### src/include/sfqm_defines.svh
// constants of the serial flash quad mode and capability block
`ifndef SFQM_DEFINES_SVH
`define SFQM_DEFINES_SVH

// ----------------------------------------------------------------
// serial opcodes
// ----------------------------------------------------------------
`define SFQM_OP_RD_STAT1 8'h05
`define SFQM_OP_RD_STAT2 8'h35
`define SFQM_OP_WR_STAT 8'h01
`define SFQM_OP_RD_CAPS 8'h5A
`define SFQM_OP_QUAD_RD 8'hEB

// ----------------------------------------------------------------
// continuous quad read mode byte
// ----------------------------------------------------------------
`define SFQM_MODE_ENTER 8'hA5
`define SFQM_MODE_STAY_NIB 4'hA
`define SFQM_MODE_EXIT 8'h00
`define SFQM_EXIT_NIB 4'hF
`define SFQM_EXIT_CLKS 4'd8

// ----------------------------------------------------------------
// status bit positions
// ----------------------------------------------------------------
`define SFQM_WIP_BIT 0
`define SFQM_QE_BIT 1

// ----------------------------------------------------------------
// phase lengths in serial clocks
// ----------------------------------------------------------------
`define SFQM_CMD_CLKS 5'd8
`define SFQM_QADR_CLKS 5'd6
`define SFQM_QMODE_CLKS 5'd2
`define SFQM_QDMY_CLKS 5'd4
`define SFQM_QBYTE_CLKS 5'd2
`define SFQM_SADR_CLKS 5'd24
`define SFQM_SDMY_CLKS 5'd8
`define SFQM_SBYTE_CLKS 5'd8
`define SFQM_WSR_CLKS 5'd16

// ----------------------------------------------------------------
// capability words: byte addresses and fields
// ----------------------------------------------------------------
`define SFQM_CAP_DW14_ADDR 8'h34
`define SFQM_CAP_DW15_ADDR 8'h38
`define SFQM_CAP_FILL 8'hFF
`define SFQM_DPD_UNSUP 1'b1
`define SFQM_DPD_ENTER_OP 8'hFF
`define SFQM_DPD_EXIT_OP 8'hFF
`define SFQM_DPD_UNIT_128NS 2'b00
`define SFQM_DPD_UNIT_1US 2'b01
`define SFQM_DPD_UNIT_8US 2'b10
`define SFQM_DPD_UNIT_64US 2'b11
`define SFQM_DPD_COUNT 5'b1_1111
`define SFQM_RSV_NIB 4'hF
`define SFQM_POLL_LEGACY 2'b01
`define SFQM_RSV_LOW 2'b11
`define SFQM_RSV_BYTE 8'hFF
`define SFQM_HOLD_WP_DIS 1'b0
`define SFQM_QE_REQ 3'b101
`define SFQM_ENTRY_METHOD 4'b1101
`define SFQM_EXIT_METHOD 6'b11_1101
`define SFQM_DW15_LOW 10'h200

// ----------------------------------------------------------------
// software register port
// ----------------------------------------------------------------
`define SFQM_REG_CTRL 4'h0
`define SFQM_REG_STATE 4'h4
`define SFQM_ST_CONT_BIT 2

`endif

### src/include/sfqm_pkg.sv
// types of the serial flash quad mode and capability block
package sfqm_pkg;

	// serial transaction phases
	typedef enum logic [3:0] {
		SFQM_IDLE  = 4'b0000,
		SFQM_CMD   = 4'b0001,
		SFQM_RD1   = 4'b0010,
		SFQM_RD2   = 4'b0011,
		SFQM_WSR   = 4'b0100,
		SFQM_SADR  = 4'b0101,
		SFQM_SDMY  = 4'b0110,
		SFQM_SDATA = 4'b0111,
		SFQM_QADR  = 4'b1000,
		SFQM_QMODE = 4'b1001,
		SFQM_QDMY  = 4'b1010,
		SFQM_QDATA = 4'b1011,
		SFQM_SKIP  = 4'b1100
	} sfqm_state_t;

endpackage

### src/sfqm_caps_rom.sv
// read-only capability words served by the capability read
`timescale 1ns/1ps
`default_nettype none
`include "sfqm_defines.svh"

module sfqm_caps_rom (
	// byte address within the capability table
	input wire logic [7:0] i_addr,
	// byte at that address
	output logic [7:0] o_byte
);

	logic [31:0] dw14;
	logic [31:0] dw15;

	// ------------------------------------------------------------
	// fixed words, no state, nothing can alter them
	// ------------------------------------------------------------
	// deep power down word
	assign dw14 = {`SFQM_DPD_UNSUP,
		`SFQM_DPD_ENTER_OP, `SFQM_DPD_EXIT_OP,
		`SFQM_DPD_UNIT_64US,
		`SFQM_DPD_COUNT,
		`SFQM_RSV_NIB,
		`SFQM_POLL_LEGACY,
		`SFQM_RSV_LOW};

	// quad enable and continuous mode word
	assign dw15 = {`SFQM_RSV_BYTE,
		`SFQM_HOLD_WP_DIS,
		`SFQM_QE_REQ,
		`SFQM_ENTRY_METHOD,
		`SFQM_EXIT_METHOD, `SFQM_DW15_LOW};

	// little-endian byte pick; unlisted addresses read as filler
	always_comb begin
		o_byte = `SFQM_CAP_FILL;
		if (i_addr[7:2] == 6'(`SFQM_CAP_DW14_ADDR >> 2)) begin
			o_byte = dw14[8*i_addr[1:0] +: 8];
		end else if (i_addr[7:2] == 6'(`SFQM_CAP_DW15_ADDR >> 2)) begin
			o_byte = dw15[8*i_addr[1:0] +: 8];
		end
	end

endmodule
`default_nettype wire

### src/sfqm_top.sv
// serial flash device front end: status, quad enable, continuous quad read
//
// Design decisions made here: the register addresses and the address-and-strobe port.
`timescale 1ns/1ps
`default_nettype none
`include "sfqm_defines.svh"

// Behaviour
// - status-one read bit 0 shows busy
// - quad enable at status-two bit 1, advertised
// - status-two read returns quad enable flag
// - two-byte status write while not busy sets or clears flag
// - quad enable needed; A5h mode enters continuous
// - mode upper nibble A keeps continuous mode
// - mode 00h leaves after current read
// - eight clocks all-ones force continuous exit
// - other upper nibble means exit continuous mode
// - power down opcodes reported as FFh
// - power down unsupported bit reads one
// - exit delay unit reported as 64 us
// - exit delay count reported as all ones
// - hold and protect disable reported unsupported
// - reserved capability fields read as ones
// - busy polling method reported as legacy
module sfqm_top (
	// clock and reset
	input wire logic i_core_clk,
	input wire logic i_rst,
	// software register port
	input wire logic [3:0] i_reg_addr,
	input wire logic [7:0] i_reg_wdata,
	input wire logic i_reg_wr,
	input wire logic i_reg_rd,
	output logic [7:0] o_reg_rdata,
	// serial link pins
	input wire logic i_sck,
	input wire logic i_cs_n,
	input wire logic [3:0] i_quad_data_lines,
	output logic [3:0] o_quad_data_lines,
	output logic [3:0] o_quad_data_lines_oe,
	// mode indication
	output logic o_quad_io_enable_flag,
	output logic o_cont_mode
);
	import sfqm_pkg::*;

	// ------------------------------------------------------------
	// declarations
	// ------------------------------------------------------------
	logic [2:0] sck_sync_q;
	logic [2:0] cs_sync_q;
	logic [3:0] dq_meta_q;
	logic [3:0] dq_sync_q;
	logic sck_rise;
	logic sck_fall;
	logic cs_fall;
	logic cs_idle;
	sfqm_state_t st_q;
	logic [4:0] cnt_q;
	logic cnt_last;
	logic [7:0] in_sh_q;
	logic [7:0] in_single;
	logic [7:0] in_quad;
	logic [23:0] addr_q;
	logic [7:0] out_sh_q;
	logic [3:0] ones_cnt_q;
	logic cont_q;
	logic cont_nxt_q;
	logic mode_seen_q;
	logic wip_q;
	logic qe_q;
	logic [7:0] cap_byte;
	logic quad_out;
	logic single_out;
	logic [7:0] stat1;
	logic [7:0] stat2;

	// ------------------------------------------------------------
	// helpers
	// ------------------------------------------------------------
	// length of each counted phase in serial clocks
	function automatic logic [4:0] phase_len(input sfqm_state_t s);
		case (s)
			SFQM_CMD: phase_len = `SFQM_CMD_CLKS;
			SFQM_WSR: phase_len = `SFQM_WSR_CLKS;
			SFQM_SADR: phase_len = `SFQM_SADR_CLKS;
			SFQM_SDMY: phase_len = `SFQM_SDMY_CLKS;
			SFQM_QADR: phase_len = `SFQM_QADR_CLKS;
			SFQM_QMODE: phase_len = `SFQM_QMODE_CLKS;
			SFQM_QDMY: phase_len = `SFQM_QDMY_CLKS;
			SFQM_QDATA: phase_len = `SFQM_QBYTE_CLKS;
			default: phase_len = `SFQM_SBYTE_CLKS;
		endcase
	endfunction

	// ------------------------------------------------------------
	// pin synchronisers
	// ------------------------------------------------------------
	// two flops per pin; the third bit only remembers the last level
	always_ff @(posedge i_core_clk) begin
		if (i_rst) begin
			sck_sync_q <= 3'b000;
			cs_sync_q <= 3'b111;
			dq_meta_q <= 4'h0;
			dq_sync_q <= 4'h0;
		end else begin
			sck_sync_q <= {sck_sync_q[1:0], i_sck};
			cs_sync_q <= {cs_sync_q[1:0], i_cs_n};
			dq_meta_q <= i_quad_data_lines;
			dq_sync_q <= dq_meta_q;
		end
	end

	// data pass the same depth as the clock, so they stay aligned
	assign sck_rise = sck_sync_q[1] & ~sck_sync_q[2];
	assign sck_fall = ~sck_sync_q[1] & sck_sync_q[2];
	assign cs_fall = ~cs_sync_q[1] & cs_sync_q[2];
	assign cs_idle = cs_sync_q[1];

	// ------------------------------------------------------------
	// shift paths and decode
	// ------------------------------------------------------------
	assign cnt_last = (cnt_q == phase_len(st_q) - 5'd1);
	assign in_single = {in_sh_q[6:0], dq_sync_q[0]};
	assign in_quad = {in_sh_q[3:0], dq_sync_q};
	assign stat1 = 8'h00 | (8'h01 << `SFQM_WIP_BIT); // position mask
	assign stat2 = 8'h00 | (8'h01 << `SFQM_QE_BIT);
	assign quad_out = (st_q == SFQM_QDATA);
	assign single_out = (st_q == SFQM_RD1) | (st_q == SFQM_RD2) | (st_q == SFQM_SDATA);

	// capability table lookup
	sfqm_caps_rom u_caps_rom (
		.i_addr(addr_q[7:0]),
		.o_byte(cap_byte)
	);

	// ------------------------------------------------------------
	// serial transaction sequencer
	// ------------------------------------------------------------
	// phase state, counters and shift registers move on sampled edges
	always_ff @(posedge i_core_clk) begin
		if (i_rst) begin
			st_q <= SFQM_IDLE;
			cnt_q <= 5'd0;
			in_sh_q <= 8'h00;
			addr_q <= 24'h00_0000;
			out_sh_q <= 8'h00;
			ones_cnt_q <= 4'h0;
			cont_nxt_q <= 1'b0;
			mode_seen_q <= 1'b0;
		end else if (cs_fall) begin
			// continuous mode skips the opcode entirely
			st_q <= cont_q ? SFQM_QADR : SFQM_CMD;
			cnt_q <= 5'd0;
			ones_cnt_q <= 4'h0;
			mode_seen_q <= 1'b0;
		end else if (cs_idle) begin
			st_q <= SFQM_IDLE;
		end else if (sck_rise) begin
			cnt_q <= cnt_last ? 5'd0 : cnt_q + 5'd1;
			case (st_q)
				SFQM_CMD: begin
					in_sh_q <= in_single;
					if (cnt_last) begin
						case (in_single)
							`SFQM_OP_RD_STAT1: begin
								st_q <= SFQM_RD1;
								out_sh_q <= wip_q ? stat1 : 8'h00;
							end
							`SFQM_OP_RD_STAT2: begin
								st_q <= SFQM_RD2;
								out_sh_q <= qe_q ? stat2 : 8'h00;
							end
							`SFQM_OP_WR_STAT: begin
								st_q <= SFQM_WSR;
							end
							`SFQM_OP_RD_CAPS: begin
								st_q <= SFQM_SADR;
							end
							`SFQM_OP_QUAD_RD: begin
								// quad read refused while quad lines are off
								st_q <= qe_q ? SFQM_QADR : SFQM_SKIP;
							end
							default: begin
								st_q <= SFQM_SKIP;
							end
						endcase
					end
				end
				SFQM_RD1: begin
					// status repeats for as long as the host clocks
					if (cnt_last) begin
						out_sh_q <= wip_q ? stat1 : 8'h00;
					end
				end
				SFQM_RD2: begin
					if (cnt_last) begin
						out_sh_q <= qe_q ? stat2 : 8'h00;
					end
				end
				SFQM_WSR: begin
					in_sh_q <= in_single;
					if (cnt_last) begin
						st_q <= SFQM_SKIP;
					end
				end
				SFQM_SADR: begin
					addr_q <= {addr_q[22:0], dq_sync_q[0]};
					if (cnt_last) begin
						st_q <= SFQM_SDMY;
					end
				end
				SFQM_SDMY: begin
					if (cnt_last) begin
						st_q <= SFQM_SDATA;
						out_sh_q <= cap_byte;
						addr_q <= addr_q + 24'h00_0001;
					end
				end
				SFQM_SDATA: begin
					if (cnt_last) begin
						out_sh_q <= cap_byte;
						addr_q <= addr_q + 24'h00_0001;
					end
				end
				SFQM_QADR, SFQM_QMODE: begin
					addr_q <= (st_q == SFQM_QADR) ? {addr_q[19:0], dq_sync_q} : addr_q;
					in_sh_q <= in_quad;
					// all-ones on every line counts toward a forced exit
					if (cont_q && dq_sync_q == `SFQM_EXIT_NIB) begin
						ones_cnt_q <= ones_cnt_q + 4'h1;
					end
					if (cont_q && dq_sync_q == `SFQM_EXIT_NIB &&
						ones_cnt_q == `SFQM_EXIT_CLKS - 4'h1) begin
						cont_nxt_q <= 1'b0;
						mode_seen_q <= 1'b1;
						st_q <= SFQM_SKIP;
					end else if (cnt_last && st_q == SFQM_QADR) begin
						st_q <= SFQM_QMODE;
					end else if (cnt_last) begin
						// A5h, or any Ax, keeps the mode; else leave
						cont_nxt_q <= (in_quad[7:4] == `SFQM_MODE_STAY_NIB);
						mode_seen_q <= 1'b1;
						st_q <= SFQM_QDMY;
					end
				end
				SFQM_QDMY: begin
					if (cnt_last) begin
						st_q <= SFQM_QDATA;
						out_sh_q <= addr_q[7:0];
						addr_q <= addr_q + 24'h00_0001;
					end
				end
				SFQM_QDATA: begin
					// no array here: each byte echoes its address
					if (cnt_last) begin
						out_sh_q <= addr_q[7:0];
						addr_q <= addr_q + 24'h00_0001;
					end
				end
				default: begin
					st_q <= st_q;
				end
			endcase
		end else if (sck_fall) begin
			// the bits just driven leave the shifter
			if (quad_out) begin
				out_sh_q <= {out_sh_q[3:0], 4'h0};
			end else if (single_out) begin
				out_sh_q <= {out_sh_q[6:0], 1'b0};
			end
		end
	end

	// ------------------------------------------------------------
	// quad enable flag
	// ------------------------------------------------------------
	// bit 1 of the second data byte decides; refused while busy
	always_ff @(posedge i_core_clk) begin
		if (i_rst) begin
			qe_q <= 1'b0;
		end else if (sck_rise && !cs_idle && st_q == SFQM_WSR && cnt_last && !wip_q) begin
			qe_q <= in_single[`SFQM_QE_BIT];
		end
	end

	// ------------------------------------------------------------
	// continuous mode flag
	// ------------------------------------------------------------
	// updated only when the access ends, so the current read finishes
	always_ff @(posedge i_core_clk) begin
		if (i_rst) begin
			cont_q <= 1'b0;
		end else if (cs_idle && mode_seen_q) begin
			cont_q <= cont_nxt_q;
		end
	end

	// ------------------------------------------------------------
	// data line drivers
	// ------------------------------------------------------------
	// change after the falling edge so the host samples on the rise
	always_ff @(posedge i_core_clk) begin
		if (i_rst) begin
			o_quad_data_lines <= 4'h0;
			o_quad_data_lines_oe <= 4'h0;
		end else if (cs_idle) begin
			o_quad_data_lines_oe <= 4'h0;
		end else if (sck_fall) begin
			if (quad_out) begin
				o_quad_data_lines <= out_sh_q[7:4];
				o_quad_data_lines_oe <= 4'hF;
			end else if (single_out) begin
				o_quad_data_lines <= {2'b00, out_sh_q[7], 1'b0};
				o_quad_data_lines_oe <= 4'h2;
			end else begin
				o_quad_data_lines_oe <= 4'h0;
			end
		end
	end

	// ------------------------------------------------------------
	// software registers
	// ------------------------------------------------------------
	// busy flag stands in for the embedded operation engine
	always_ff @(posedge i_core_clk) begin
		if (i_rst) begin
			wip_q <= 1'b0;
		end else if (i_reg_wr && i_reg_addr == `SFQM_REG_CTRL) begin
			wip_q <= i_reg_wdata[`SFQM_WIP_BIT];
		end
	end

	// read data stand one cycle, zero otherwise and for unmapped offsets
	always_ff @(posedge i_core_clk) begin
		if (i_rst) begin
			o_reg_rdata <= 8'h00;
		end else if (i_reg_rd && i_reg_addr == `SFQM_REG_CTRL) begin
			o_reg_rdata <= wip_q ? stat1 : 8'h00;
		end else if (i_reg_rd && i_reg_addr == `SFQM_REG_STATE) begin
			o_reg_rdata <= {5'b0_0000, cont_q, qe_q, wip_q};
		end else begin
			o_reg_rdata <= 8'h00;
		end
	end

	// ------------------------------------------------------------
	// mode indication
	// ------------------------------------------------------------
	always_ff @(posedge i_core_clk) begin
		if (i_rst) begin
			o_quad_io_enable_flag <= 1'b0;
			o_cont_mode <= 1'b0;
		end else begin
			o_quad_io_enable_flag <= qe_q;
			o_cont_mode <= cont_q;
		end
	end

endmodule
`default_nettype wire

### config.mk
export PLATFORM = sky130hd
export DESIGN_NAME = sfqm_top
export DESIGN_NICKNAME = d
export VERILOG_FILES = /design/src/include/sfqm_pkg.sv /design/src/sfqm_caps_rom.sv /design/src/sfqm_top.sv
export VERILOG_INCLUDE_DIRS = /design/src /design/src/include
export SDC_FILE = /design/constraint.sdc
export NUM_CORES = 1
export LEC_CHECK = 0
export BUFFER_PORTS_ARGS = -buffer_cell sky130_fd_sc_hd__buf_2
export CAP_MARGIN = 0
export CORE_ASPECT_RATIO = 1.75
export CORE_MARGIN = 3
export CORE_UTILIZATION = 35
export DETAILED_ROUTE_END_ITERATION = 10
export PLACE_DENSITY_LB_ADDON = 0.2
export RECOVER_POWER = 100
export SLEW_MARGIN = 20
export SYNTH_ARGS = -nofsm -noshare
export SYNTH_HDL_FRONTEND = slang
export SYNTH_SLANG_ARGS = --single-unit
### constraint.sdc
create_clock -name i_core_clk -period 2.5 [get_ports i_core_clk]
set_input_delay 0.375 -clock i_core_clk [delete_from_list [all_inputs] [get_ports i_core_clk]]
set_output_delay 0.375 -clock i_core_clk [all_outputs]
set_load 0.01 [all_outputs]
==> Word-level counts from Yosys, hierarchy flattened <==
Memories as Yosys holds them, arrays and structs flattened. A register that Yosys moved wholly into a read port is not among the register bits.
Index checks and enable logic that the tools add are counted.
{ "word_totals": {"wordCells": 162, "in_bits": 22, "memories": 1, "out_inout_bits": 18, "ff_bits": 89, "mem_bits_ro": 64} }
{ "mem_list": {"columns": ["memory", "words", "word_bits", "rd", "rd_ports_with_merged_regs", "wr", "line", "rtl"], "rows": [
  ["(name not given)", 16, 4, 1, 1, 0, "sfqm_top.sv:83", "case (s)"]
]} }
{ "op_classes": {"n_shift": 2, "n_addsub": 4, "reduce_logical": 38, "n_bitwise": 9, "n_mux": 49, "eq_ne": 39} }
{ "ops": {"columns": ["op", "count"], "rows": [
  ["2-to-1 mux 8 bit", 11],
  ["one-hot mux 24 bit (3 select lines)", 1],
  ["2-to-1 mux 4 bit", 17],
  ["variable part select 32 x 6 -> 8 bit (first input constant)", 2],
  ["2-to-1 mux 24 bit", 2],
  ["one-hot mux 8 bit (5 select lines)", 1],
  ["adder 24 x 1 -> 24 bit (second input constant)", 1],
  ["equality test 4 x 3 -> 1 bit (second input constant)", 6],
  ["equality test 4 bit (second input constant)", 6],
  ["inequality test 4 bit (second input constant)", 6],
  ["one-hot mux 4 bit (6 select lines)", 1],
  ["one-hot mux 4 bit (5 select lines)", 1],
  ["one-hot mux 8 bit (2 select lines)", 1],
  ["one-hot mux 7 bit (2 select lines)", 1],
  ["equality test 6 x 4 -> 1 bit (second input constant)", 2],
  ["AND reduction 6 bit", 2],
  ["OR reduction 2 bit", 6],
  ["logical AND 1 bit", 11],
  ["AND reduction 11 bit", 1],
  ["2-to-1 mux 3 bit", 3],
  ["inequality test 3 bit (second input constant)", 3],
  ["nonzero test 3 bit", 3],
  ["equality test 4 x 2 -> 1 bit (second input constant)", 2],
  ["equality test 8 x 1 -> 1 bit (second input constant)", 1],
  ["other kinds (30)", 50]
]} }

==> Longest topological paths before layout <==
Gate-level depths: netlist of run 1.
{ "logic_depth": {"ltp_word": 11, "mapped_depth": 10, "ltp_nobuf": 9} }

==> Cells and area by module <==
Synthesis of run 1 repeated with hierarchy kept, for this count alone.
{ "unflattened": {"hier_cells": 457, "area_unflattened_um2": 3694.8} }
{ "modules_own_cells": {"columns": ["mod", "area_per_inst_um2", "cells_per_inst", "seq_area_each_um2", "instances"], "rows": [
  ["sfqm_top", 3606.0, 444, 1401.3, 1],
  ["sfqm_caps_rom", 88.8, 13, 0.0, 1]
]} }

==> Worst setup path after synthesis of run 1 <==
No wires, ideal clock.
{ "synth_timing": {"path_kind": "register to register", "startpoint": "register with a tool-made name", "endpoint": "register with a tool-made name", "setup_ps": 125, "required_time_ps": 2375, "period_less_slack_ps": 2233, "n_path_buf": 0, "arrival_ps": 2108, "path_stages_with_launch": 10, "path_slack_ps": 267, "path_cell_list": "dfxtp_1 inv_1 ha_1 xnor3_1 nand4_1 or3_4 nand2_2 o22ai_1 o221a_2 o41a_1"} }

==> results of run 1 <==
path summary, 6_finish.rpt:
path / end / slack, ns / depth (start not counted) / startpoint
worst max register to register: flip-flop / 0.09 / 9 / flip-flop
worst min register to register: cs_sync_q[1] / 0.41 / 1 / cs_sync_q[0]
worst max-delay path: flip-flop / 0.09 / 9 / flip-flop
worst min-delay path: cs_sync_q[0] / 0.22 / 2 / i_cs_n
where the power goes:
group | internal [mW] | switching (mW) | total (mW)
Sequential | 1.13 | 0.0107 | 1.14
Clock | 0.775 | 0.505 | 1.28
Combinational | 0.0318 | 0.0465 | 0.0783
routing by layer:
layer | vias to the layer above | GRT usage (%) | share of wire, %
met5 | - | 0 | 0
met4 | 0 | 10.2 | 3.5
met3 | 21 | 2.91 | 2.5
met2 | 62 | 31.7 | 55
met1 | 1642 | 17.0 | 39
li1 | 1730 | - | -
what timing repair did:
| action | in CTS | in global routing |
|---|---|---|
| endpoints found under the setup margin | 0 | 15 |
| setup buffers | 0 | 3 |
| gates resized for setup | 0 | 10 |
per-stage QoR:
| step | setup WS (ns) | util, % | instances | hold slack, ns | TNS (ns) |
|---|---|---|---|---|---|
| after floorplan | 0.267 | - | 468 | 0.389 | 0 |
| after global placement | 0.0812 | 39.8 | 614 | 0.392 | 0 |
| after detailed placement | 0.0635 | 39.8 | 614 | 0.396 | 0 |
| after CTS | 0.0386 | 42.6 | 629 | 0.209 | 0 |
| after global routing | -0.00641 | 43.3 | 633 | 0.226 | -0.00641 |
| final | 0.0919 | 43.3 | 633 | 0.216 | 0 |
placed cells by master, fill, tap and decap left out, drive strengths merged, types with 3 or more instances in the layout:
master | synthesis | routed
ha | 7 | 7
o22ai | 8 | 8
nor2 | 52 | 52
and3 | 5 | 5
nand4 | 7 | 7
a211oi | 3 | 3
xor2 | 11 | 11
nor3 | 11 | 11
a31oi | 12 | 12
nor3b | 4 | 4
a22oi | 9 | 9
xnor2 | 4 | 4
dfxtp | 70 | 70
buf | 18 | 43
a21oi | 37 | 37
nand2 | 41 | 41
and3b | 4 | 4
mux2i | 20 | 20
nand3b | 5 | 5
o21ai | 26 | 26
inv | 13 | 15
clkbuf | 18 | 24
nor2b | 16 | 16
conb | 1 | 5
nand2b | 9 | 9
nand3 | 13 | 13
flip-flops by register name (all words and copies together) (netlist names), named ones only:
register,flops
cont_nxt_q,1
mode_seen_q,1
in_sh_q,7
cnt_q,5
addr_q,8
o_quad_io_enable_flag,1
ones_cnt_q,4
qe_q,1
dq_meta_q,4
out_sh_q,8
wip_q,1
o_quad_data_lines,4
cont_q,1
o_cont_mode,1
cs_sync_q,3
dq_sync_q,4
sck_sync_q,3
o_quad_data_lines_oe,2
o_reg_rdata,3
st_q,4
cells in the mapped netlist, types with 2 or more instances:
cell type  number
a211oi_1        3
a21oi_1        36
a221oi_1        2
a22oi_1         9
a31oi_1        12
a32oi_1         2
and3_1          5
and3b_1         4
and4_1          2
buf_1           4
buf_2           6
buf_4           7
clkbuf_1       18
dfxtp_1        70
ha_1            7
inv_1          13
mux2i_1        20
nand2_1        39
nand2_2         2
nand2b_1        9
nand3_1        13
nand3b_1        5
nand4_1         7
nor2_1         51
nor2b_1        16
nor3_1         10
nor3b_1         4
nor4bb_1        2
o21ai_0        25
o221ai_1        2
o22ai_1         8
or2_2           2
xnor2_1         3
xor2_1         10
logic make-up (layout without fill, tap and decap cells):
family	after synthesis	in the layout	share of synthesized area [%]
simple gates	184	184	25.7
xor+xnor	16	16	4.41
buf+inv	49	87	5.88
fa+ha+maj	7	7	2.29
mux	20	20	5.23
other cells	1	5	0.0979
compound gates	117	117	19.8
flops	70	70	36.6
layout make-up:
cell class              instances  area [um^2]
fillers                      1066         5940
flip-flops and latches         70         1400
repair buffers                 59          358
clock buffers                   9          225
clock inverters                 6         71.3
multi-input cells             349         2270
inverters                      13         48.8
well taps                     127          159
critical path, delay by kind of cell, from the launching register on:
kind / cells / cell delay, ns
xor gates and xnor gates: 1 / 0.17
adders and majority gates: 1 / 0.29
buffers and inverters: 1 / 0.05
and+or+nand+nor: 3 / 0.71
AOI/OAI and AO/OA: 3 / 0.73
DFF: 1 / 0.34
==> out/metrics.yaml, run 1 <==
placed_design:
  place.gp.congestion: 0.898
  io_buffers: 27
  dp.final_hpwl_um: 7470
  dpl_cell_area_mm2: 0.00417
floorplan:
  die_w_um: 85.1
  io_pins: 40
  core_mm2: 0.0105
  fp-row-count: 49
  dieArea_mm2: 0.0123
  die_h_um: 144
  initial_utilization_pct: 36.5
worst_setup_path:
  cp.arrival_ns: 2.62
  cp_max_fo: 4
  max_stage_delay_ns: 0.44
  required_ns: 2.71
  worstSetupStartpointType: "flip-flop"
  critPathSlowestCell: "or3_4"
  worstPathCellList: "inv_1 > ha_1 > xor2_1 > nand4_1 > or3_4 > nand2_2 > o22ai_1 > o221a_2 > o41a_1"
  crit_type: "flip-flop to flip-flop"
  cp-end-kind: "flip-flop"
clock_network:
  clkSlewWorstSetupHoldPaths_ns: 0.06
  cts_hold_buf: 0
  cts-buffers-inserted: 9
  clk_path_buf_depth: 2
  clk_latency_ns: 0.33
  clock-sinks: 70
  htree_levels: 3
  clockRootBuffer: "clkbuf_16"
  cts_tree: "done"
synthesis:
  ys_seq_elements: 70
  ys.flop_type: "dfxtp_1"
  synth_top_area_cell: "dfxtp_1"
  synthArstFlopShare_pct: 0
  synth_top_area_share_pct: 36.6
  syn_area_mm2: 0.00383
  synth-edff-count: 0
  synth-seq-area-share_pct: 36.6
  synth_cell_type_count: 70
  avgSynthCellArea_um2: 8.25
  synth_area_leaders: "dfxtp_1 (37%), mux2i_1 (5.2%), nor2_1 (5.0%), a21oi_1 (4.7%), nand2_1 (3.8%)"
  synth_cells: 464
  yosysWarnings: 0
final_layout:
  postLayoutCellArea_mm2: 0.00454
  nNetsFinal: 531
  area_delta_synth_final_pct: 18.5
  diodes: 0
  final_layout_size_suffix_gt1_share_pct: 16.4
detailed_routing:
  final_antenna_net_count: 0
  post_drt_wl_per_cell_um: 16.1
  drt_iter0_markers: 229
  routed_wirelength_um: 10200
  drt_first_pass_iters: 4
  via_per_inst: 5.46
  drc: 0
  vias: 3455
sta:
  drv_slew: 0
  maxSlewHeadroom_pct: 57.5
  hold_viol_final: 0
  fin_crit_sh_pct: 96.3
  setup_viol: 0
  finClkSkew_ns: 0.00840
  tightest_slew_ns: 0.637
  layout_min_cycle_time_ns: 2.41
  fmax_ghz: 0.415
grt:
  grt_max_degree: 52
  track_usage_pct: 16.8
  grt_pass1_vias: 3413
  grt_pass1_wl_um: 16400
  gr-total-overflow: 0
  antenna_found_initial: 0
status:
  status: "finished, final reports clean"
pwr:
  p_leak_nw: 1.68
  ir_drop_mv: 0.354
  powerDensity_mw_per_mm2: 550
  total_power_mw: 2.50
job:
  maxCapViolCount: 0
min_path:
  min_path_type: "input port to flip-flop"
No activity file was read; power rests on OpenSTA's default activity.
==> inputs of run 2 (changes only) <==
Settings changed: RECOVER_POWER 100 to 25.
==> run 2 against run 1 <==
  * Via count grew 0.12%
  * Utilization grew 0.17 points
  * Critical path type unchanged
  * Hold slack is essentially flat
  * Sequential share of layout area shrank 0.12 points
  * Clock-buffer cell count is the same
  * Wire length shrank 0.21%
  * Die area is the same
  * Design area grew 0.39%
==> out/metrics.yaml, run 2 (same netlist as run 1, synthesis figures left out) <==
status:
  status: "finished, final reports clean"
floorplan:
  die_w_um: 85.1
  fp-row-count: 49
  core_mm2: 0.0105
  io_pins: 40
  die_h_um: 144
  dieArea_mm2: 0.0123
  initial_utilization_pct: 36.5
clock_network:
  cts_tree: "done"
  clockRootBuffer: "clkbuf_16"
  clkSlewWorstSetupHoldPaths_ns: 0.06
  clock-sinks: 70
  clk_path_buf_depth: 2
  clk_latency_ns: 0.33
  htree_levels: 3
  cts-buffers-inserted: 9
  cts_hold_buf: 0
grt:
  use_met2_pct: 31.7
  grtUsageMet1_pct: 17.0
  gr-total-overflow: 0
  grtUsageMet3_pct: 2.91
  top_usage_layer: "met2"
  grt_pass1_vias: 3413
  grt_max_degree: 52
  antenna_found_initial: 0
  grt_pass1_wl_um: 16400
  track_usage_pct: 16.8
worst_setup_path:
  max_stage_delay_ns: 0.44
  cp_max_fo: 4
  critPathSlowestCell: "or3_4"
  worst-r2r-setup-slack_ns: 0.09
  critPathTopFamily: "compound AO/OA/AOI/OAI gates"
  cp.depth: 9
  cp-end-kind: "flip-flop"
  worstSetupStartpointType: "flip-flop"
  reg2reg_depth: 9
  crit_type: "flip-flop to flip-flop"
  required_ns: 2.71
  cp.arrival_ns: 2.62
  cp_num_buf_inv: 1
  worstPathCellList: "inv_1 > ha_1 > xor2_1 > nand4_1 > or3_4 > nand2_2 > o22ai_1 > o221a_2 > o41a_1"
sta:
  hold_ws_ns: 0.216
  fin_crit_sh_pct: 96.2
  finClkSkew_ns: 0.00859
  setup_viol: 0
  fmax_ghz: 0.416
  hold_viol_final: 0
  maxSlewHeadroom_pct: 57.6
  tightest_slew_ns: 0.635
  layout_min_cycle_time_ns: 2.41
  drv_slew: 0
  fin_setup_tns_ns: 0
placed_design:
  placed_cells_incl_taps: 614
  place.gp.congestion: 0.898
  dp.final_hpwl_um: 7470
  io_buffers: 27
pwr:
  ir_drop_mv: 0.353
  p_leak_nw: 1.74
  total_power_mw: 2.50
  powerDensity_mw_per_mm2: 548
detailed_routing:
  drt_iter0_markers: 226
  post_drt_wl_per_cell_um: 16.1
  vias: 3459
  routed_wirelength_um: 10200
  final_antenna_net_count: 0
  drc: 0
  drt_first_pass_iters: 5
  via_per_inst: 5.46
final_layout:
  nNetsFinal: 531
  multi_input_area_mm2: 0.00227
  fin_util_pct: 43.5
  fill_cells: 1054
  final_layout_size_suffix_gt1_share_pct: 18.8
  area_delta_synth_final_pct: 19.0
  fin_cells: 633
  final_common_cell: "dfxtp_1"
  mostFrequentLayoutCells: "dfxtp_1 (68), nor2_1 (51), nand2_1 (39)"
  ff_latch_area_mm2: 0.00140
  largestRegisters: "addr_q: 8 flops, out_sh_q: 8 flops, in_sh_q: 7 flops"
  diodes: 0
job:
  maxCapViolCount: 0
min_path:
  min_path_type: "input port to flip-flop"
## run 2: worst reg2reg max path, cell delays in order, from the launching register on
cell	delay (ns)
dfxtp_2	0.34
inv_1	0.05
ha_1	0.29
xor2_1	0.17
nand4_1	0.16
or3_4	0.44
nand2_2	0.11
o22ai_1	0.09
o221a_2	0.28
o41a_1	0.36
## run 2: worst min-delay path by stage
stage	startpoint	end	slack, ns	cells past startpoint
after CTS	i_cs_n	cs_sync_q[0]	0.21	2
after global routing	i_cs_n	cs_sync_q[0]	0.23	2
after global placement	cs_sync_q[0]	cs_sync_q[1]	0.39	1
final	i_cs_n	cs_sync_q[0]	0.22	2
after floorplan	cs_sync_q[0]	cs_sync_q[1]	0.39	1
after detailed placement	cs_sync_q[0]	cs_sync_q[1]	0.40	1
## run 2: cell type report
class                           instances  share of cell area [%]
Clock buffer                            9                    4.94
Clock inverter                          6                    1.57
Inverter                               13                    1.07
Multi-Input combinational cell        349                    49.9
Sequential cell                        70                    30.8
Tap cell                              127                    3.49
Timing Repair Buffer                   59                    8.24
## run 2: through the flow
step,worst slack [ns],cell area (um^2)
after detailed placement,0.0635,4170
after floorplan,0.267,3840
after global routing,-0.00641,4560
final,0.0947,4560
after global placement,0.0812,4170
after CTS,0.0386,4470
## run 2: routing by layer
metal  vias up  share of wire [%]
li1       1730                  -
met4         0                3.6
met1      1641                 39
met2        67                 55
met3        21                2.6
met5         -                  0
## run 2: timing repair
item | in CTS | in global routing
endpoints found under the hold margin | 0 | 0
setup buffers | 0 | 3
gates resized for setup | 0 | 10
endpoints found under the setup margin | 0 | 15
## run 2: report_power, final
part | switching, mW | internal (mW)
Sequential | 0.0106 | 1.13
Combinational | 0.0465 | 0.0319
Clock | 0.507 | 0.775
Total | 0.564 | 1.93
==> inputs of run 3 (changes only) <==
Settings changed: CORE_UTILIZATION 35 to 59.
==> run 3 against run 2 <==
  * Clock skew down 0.0014 ns
  * Critical path depth decreased by 1
  * Non-clock buffer count is 2 lower
  * Largest cell class unchanged
  * Utilization up 28 points
  * Global-route usage increased by 11 points
  * Final cell count down 7.6%
==> out/metrics.yaml, run 3 (same netlist as run 1, synthesis figures left out) <==
final_layout:
  mostFrequentLayoutCells: "dfxtp_1 (67), nor2_1 (50), nand2_1 (39)"
  nNetsFinal: 529
  fill_cells: 521
  largestRegisters: "addr_q: 8 flops, out_sh_q: 8 flops, in_sh_q: 7 flops"
  postLayoutCellArea_mm2: 0.00443
  area_delta_synth_final_pct: 15.6
  final_layout_size_suffix_gt1_share_pct: 19.4
  diodes: 0
  final_common_cell: "dfxtp_1"
clock_network:
  clkSlewWorstSetupHoldPaths_ns: 0.07
  cts_hold_buf: 0
  clk_path_buf_depth: 2
  cts_tree: "done"
  htree_levels: 3
  cts-buffers-inserted: 9
  clockRootBuffer: "clkbuf_8"
  clk_latency_ns: 0.37
  clock-sinks: 70
floorplan:
  dieArea_mm2: 0.00753
  die_h_um: 113
  initial_utilization_pct: 61.5
  fp-row-count: 38
  io_pins: 40
  core_mm2: 0.00623
  die_w_um: 66.9
grt:
  grt_pass1_vias: 3535
  grt_pass1_wl_um: 16200
  antenna_found_initial: 0
  track_usage_pct: 28.3
  gr-total-overflow: 0
  grt_max_degree: 52
sta:
  drv_slew: 0
  maxSlewHeadroom_pct: 26.5
  finClkSkew_ns: 0.00715
  fmax_ghz: 0.416
  hold_viol_final: 0
  setup_viol: 0
  fin_setup_tns_ns: 0
  fin_crit_sh_pct: 96.1
  layout_min_cycle_time_ns: 2.40
  tightest_slew_ns: 1.10
worst_setup_path:
  cp-end-kind: "flip-flop"
  reg2reg_depth: 8
  required_ns: 2.75
  crit_type: "flip-flop to flip-flop"
  worstSetupStartpointType: "flip-flop"
  cp.arrival_ns: 2.65
  cp_max_fo: 4
  worst-r2r-setup-slack_ns: 0.1
detailed_routing:
  drc: 0
  final_antenna_net_count: 0
  via_per_inst: 6.11
  drt_iter0_markers: 499
  routed_wirelength_um: 9980
  drt_first_pass_iters: 5
  post_drt_wl_per_cell_um: 17.1
  vias: 3573
placed_design:
  io_buffers: 27
  dp.final_hpwl_um: 7050
  dpl_cell_area_mm2: 0.00411
  place.gp.congestion: 0.935
pwr:
  ir_drop_mv: 0.487
  powerDensity_mw_per_mm2: 530
  total_power_mw: 2.35
  p_leak_nw: 1.72
min_path:
  min_path_type: "input port to flip-flop"
status:
  status: "finished, final reports clean"
job:
  maxCapViolCount: 0
run 3: cell type report:
| type | count | area [um^2] | share of cell area, % |
|---|---|---|---|
| Multi-Input combinational cell | 349 | 2260 | 51.1 |
| Inverter | 13 | 48.8 | 1.10 |
| Clock buffer | 11 | 141 | 3.19 |
| Tap cell | 80 | 100 | 2.26 |
| Timing Repair Buffer | 57 | 362 | 8.17 |
| Clock inverter | 5 | 106 | 2.40 |
| Sequential cell | 70 | 1410 | 31.7 |
run 3: repair_timing:
action / 4_1_cts / 5_1_grt
setup buffers: 0 / 2
endpoints found under the setup margin: 0 / 14
resized for setup: 0 / 10
run 3: worst max-delay path, stage by stage, from the launching register on:
cell and delay (ns):
dfxtp_2 0.36, inv_1 0.05, ha_1 0.32, xor2_2 0.17, nand4_1 0.16, or3_4 0.38, nand2_1 0.21, a311oi_4 0.17
o41a_1 0.46
run 3: layer usage:
layer,track usage (%),routed length (um)
met5,0,0
met4,18.4,515
met3,5.91,444
met2,50.1,5360
met1,28.8,3670
run 3: metrics by stage:
| step | hold WS, ns | util, % | setup WS, ns | std cells |
|---|---|---|---|---|
| 6_report | 0.197 | 71.1 | 0.0983 | 585 |
| 5_1_grt | 0.193 | 71.1 | -0.0510 | 585 |
| 4_1_cts | 0.181 | 69.9 | 0.0462 | 582 |
| 3_5_place_dp | 0.397 | 65.9 | 0.0782 | 566 |
| 3_3_place_gp | 0.393 | 65.9 | 0.153 | 566 |
| 2_1_floorplan | 0.389 | - | 0.267 | 468 |
run 3: worst min-delay path by stage:
stage	startpoint	to	cells after the start
floorplan	cs_sync_q[0]	cs_sync_q[1]	1
global placement	cs_sync_q[0]	cs_sync_q[1]	1
detailed placement	cs_sync_q[0]	cs_sync_q[1]	1
CTS	i_cs_n	cs_sync_q[0]	2
global route	i_cs_n	cs_sync_q[0]	2
finish	i_cs_n	cs_sync_q[0]	2
run 3: power breakdown:
part           internal [mW]  leakage, nW  switching, mW
registers               1.13        0.568         0.0128
logic                 0.0307         1.03         0.0435
clock network          0.692        0.120          0.442
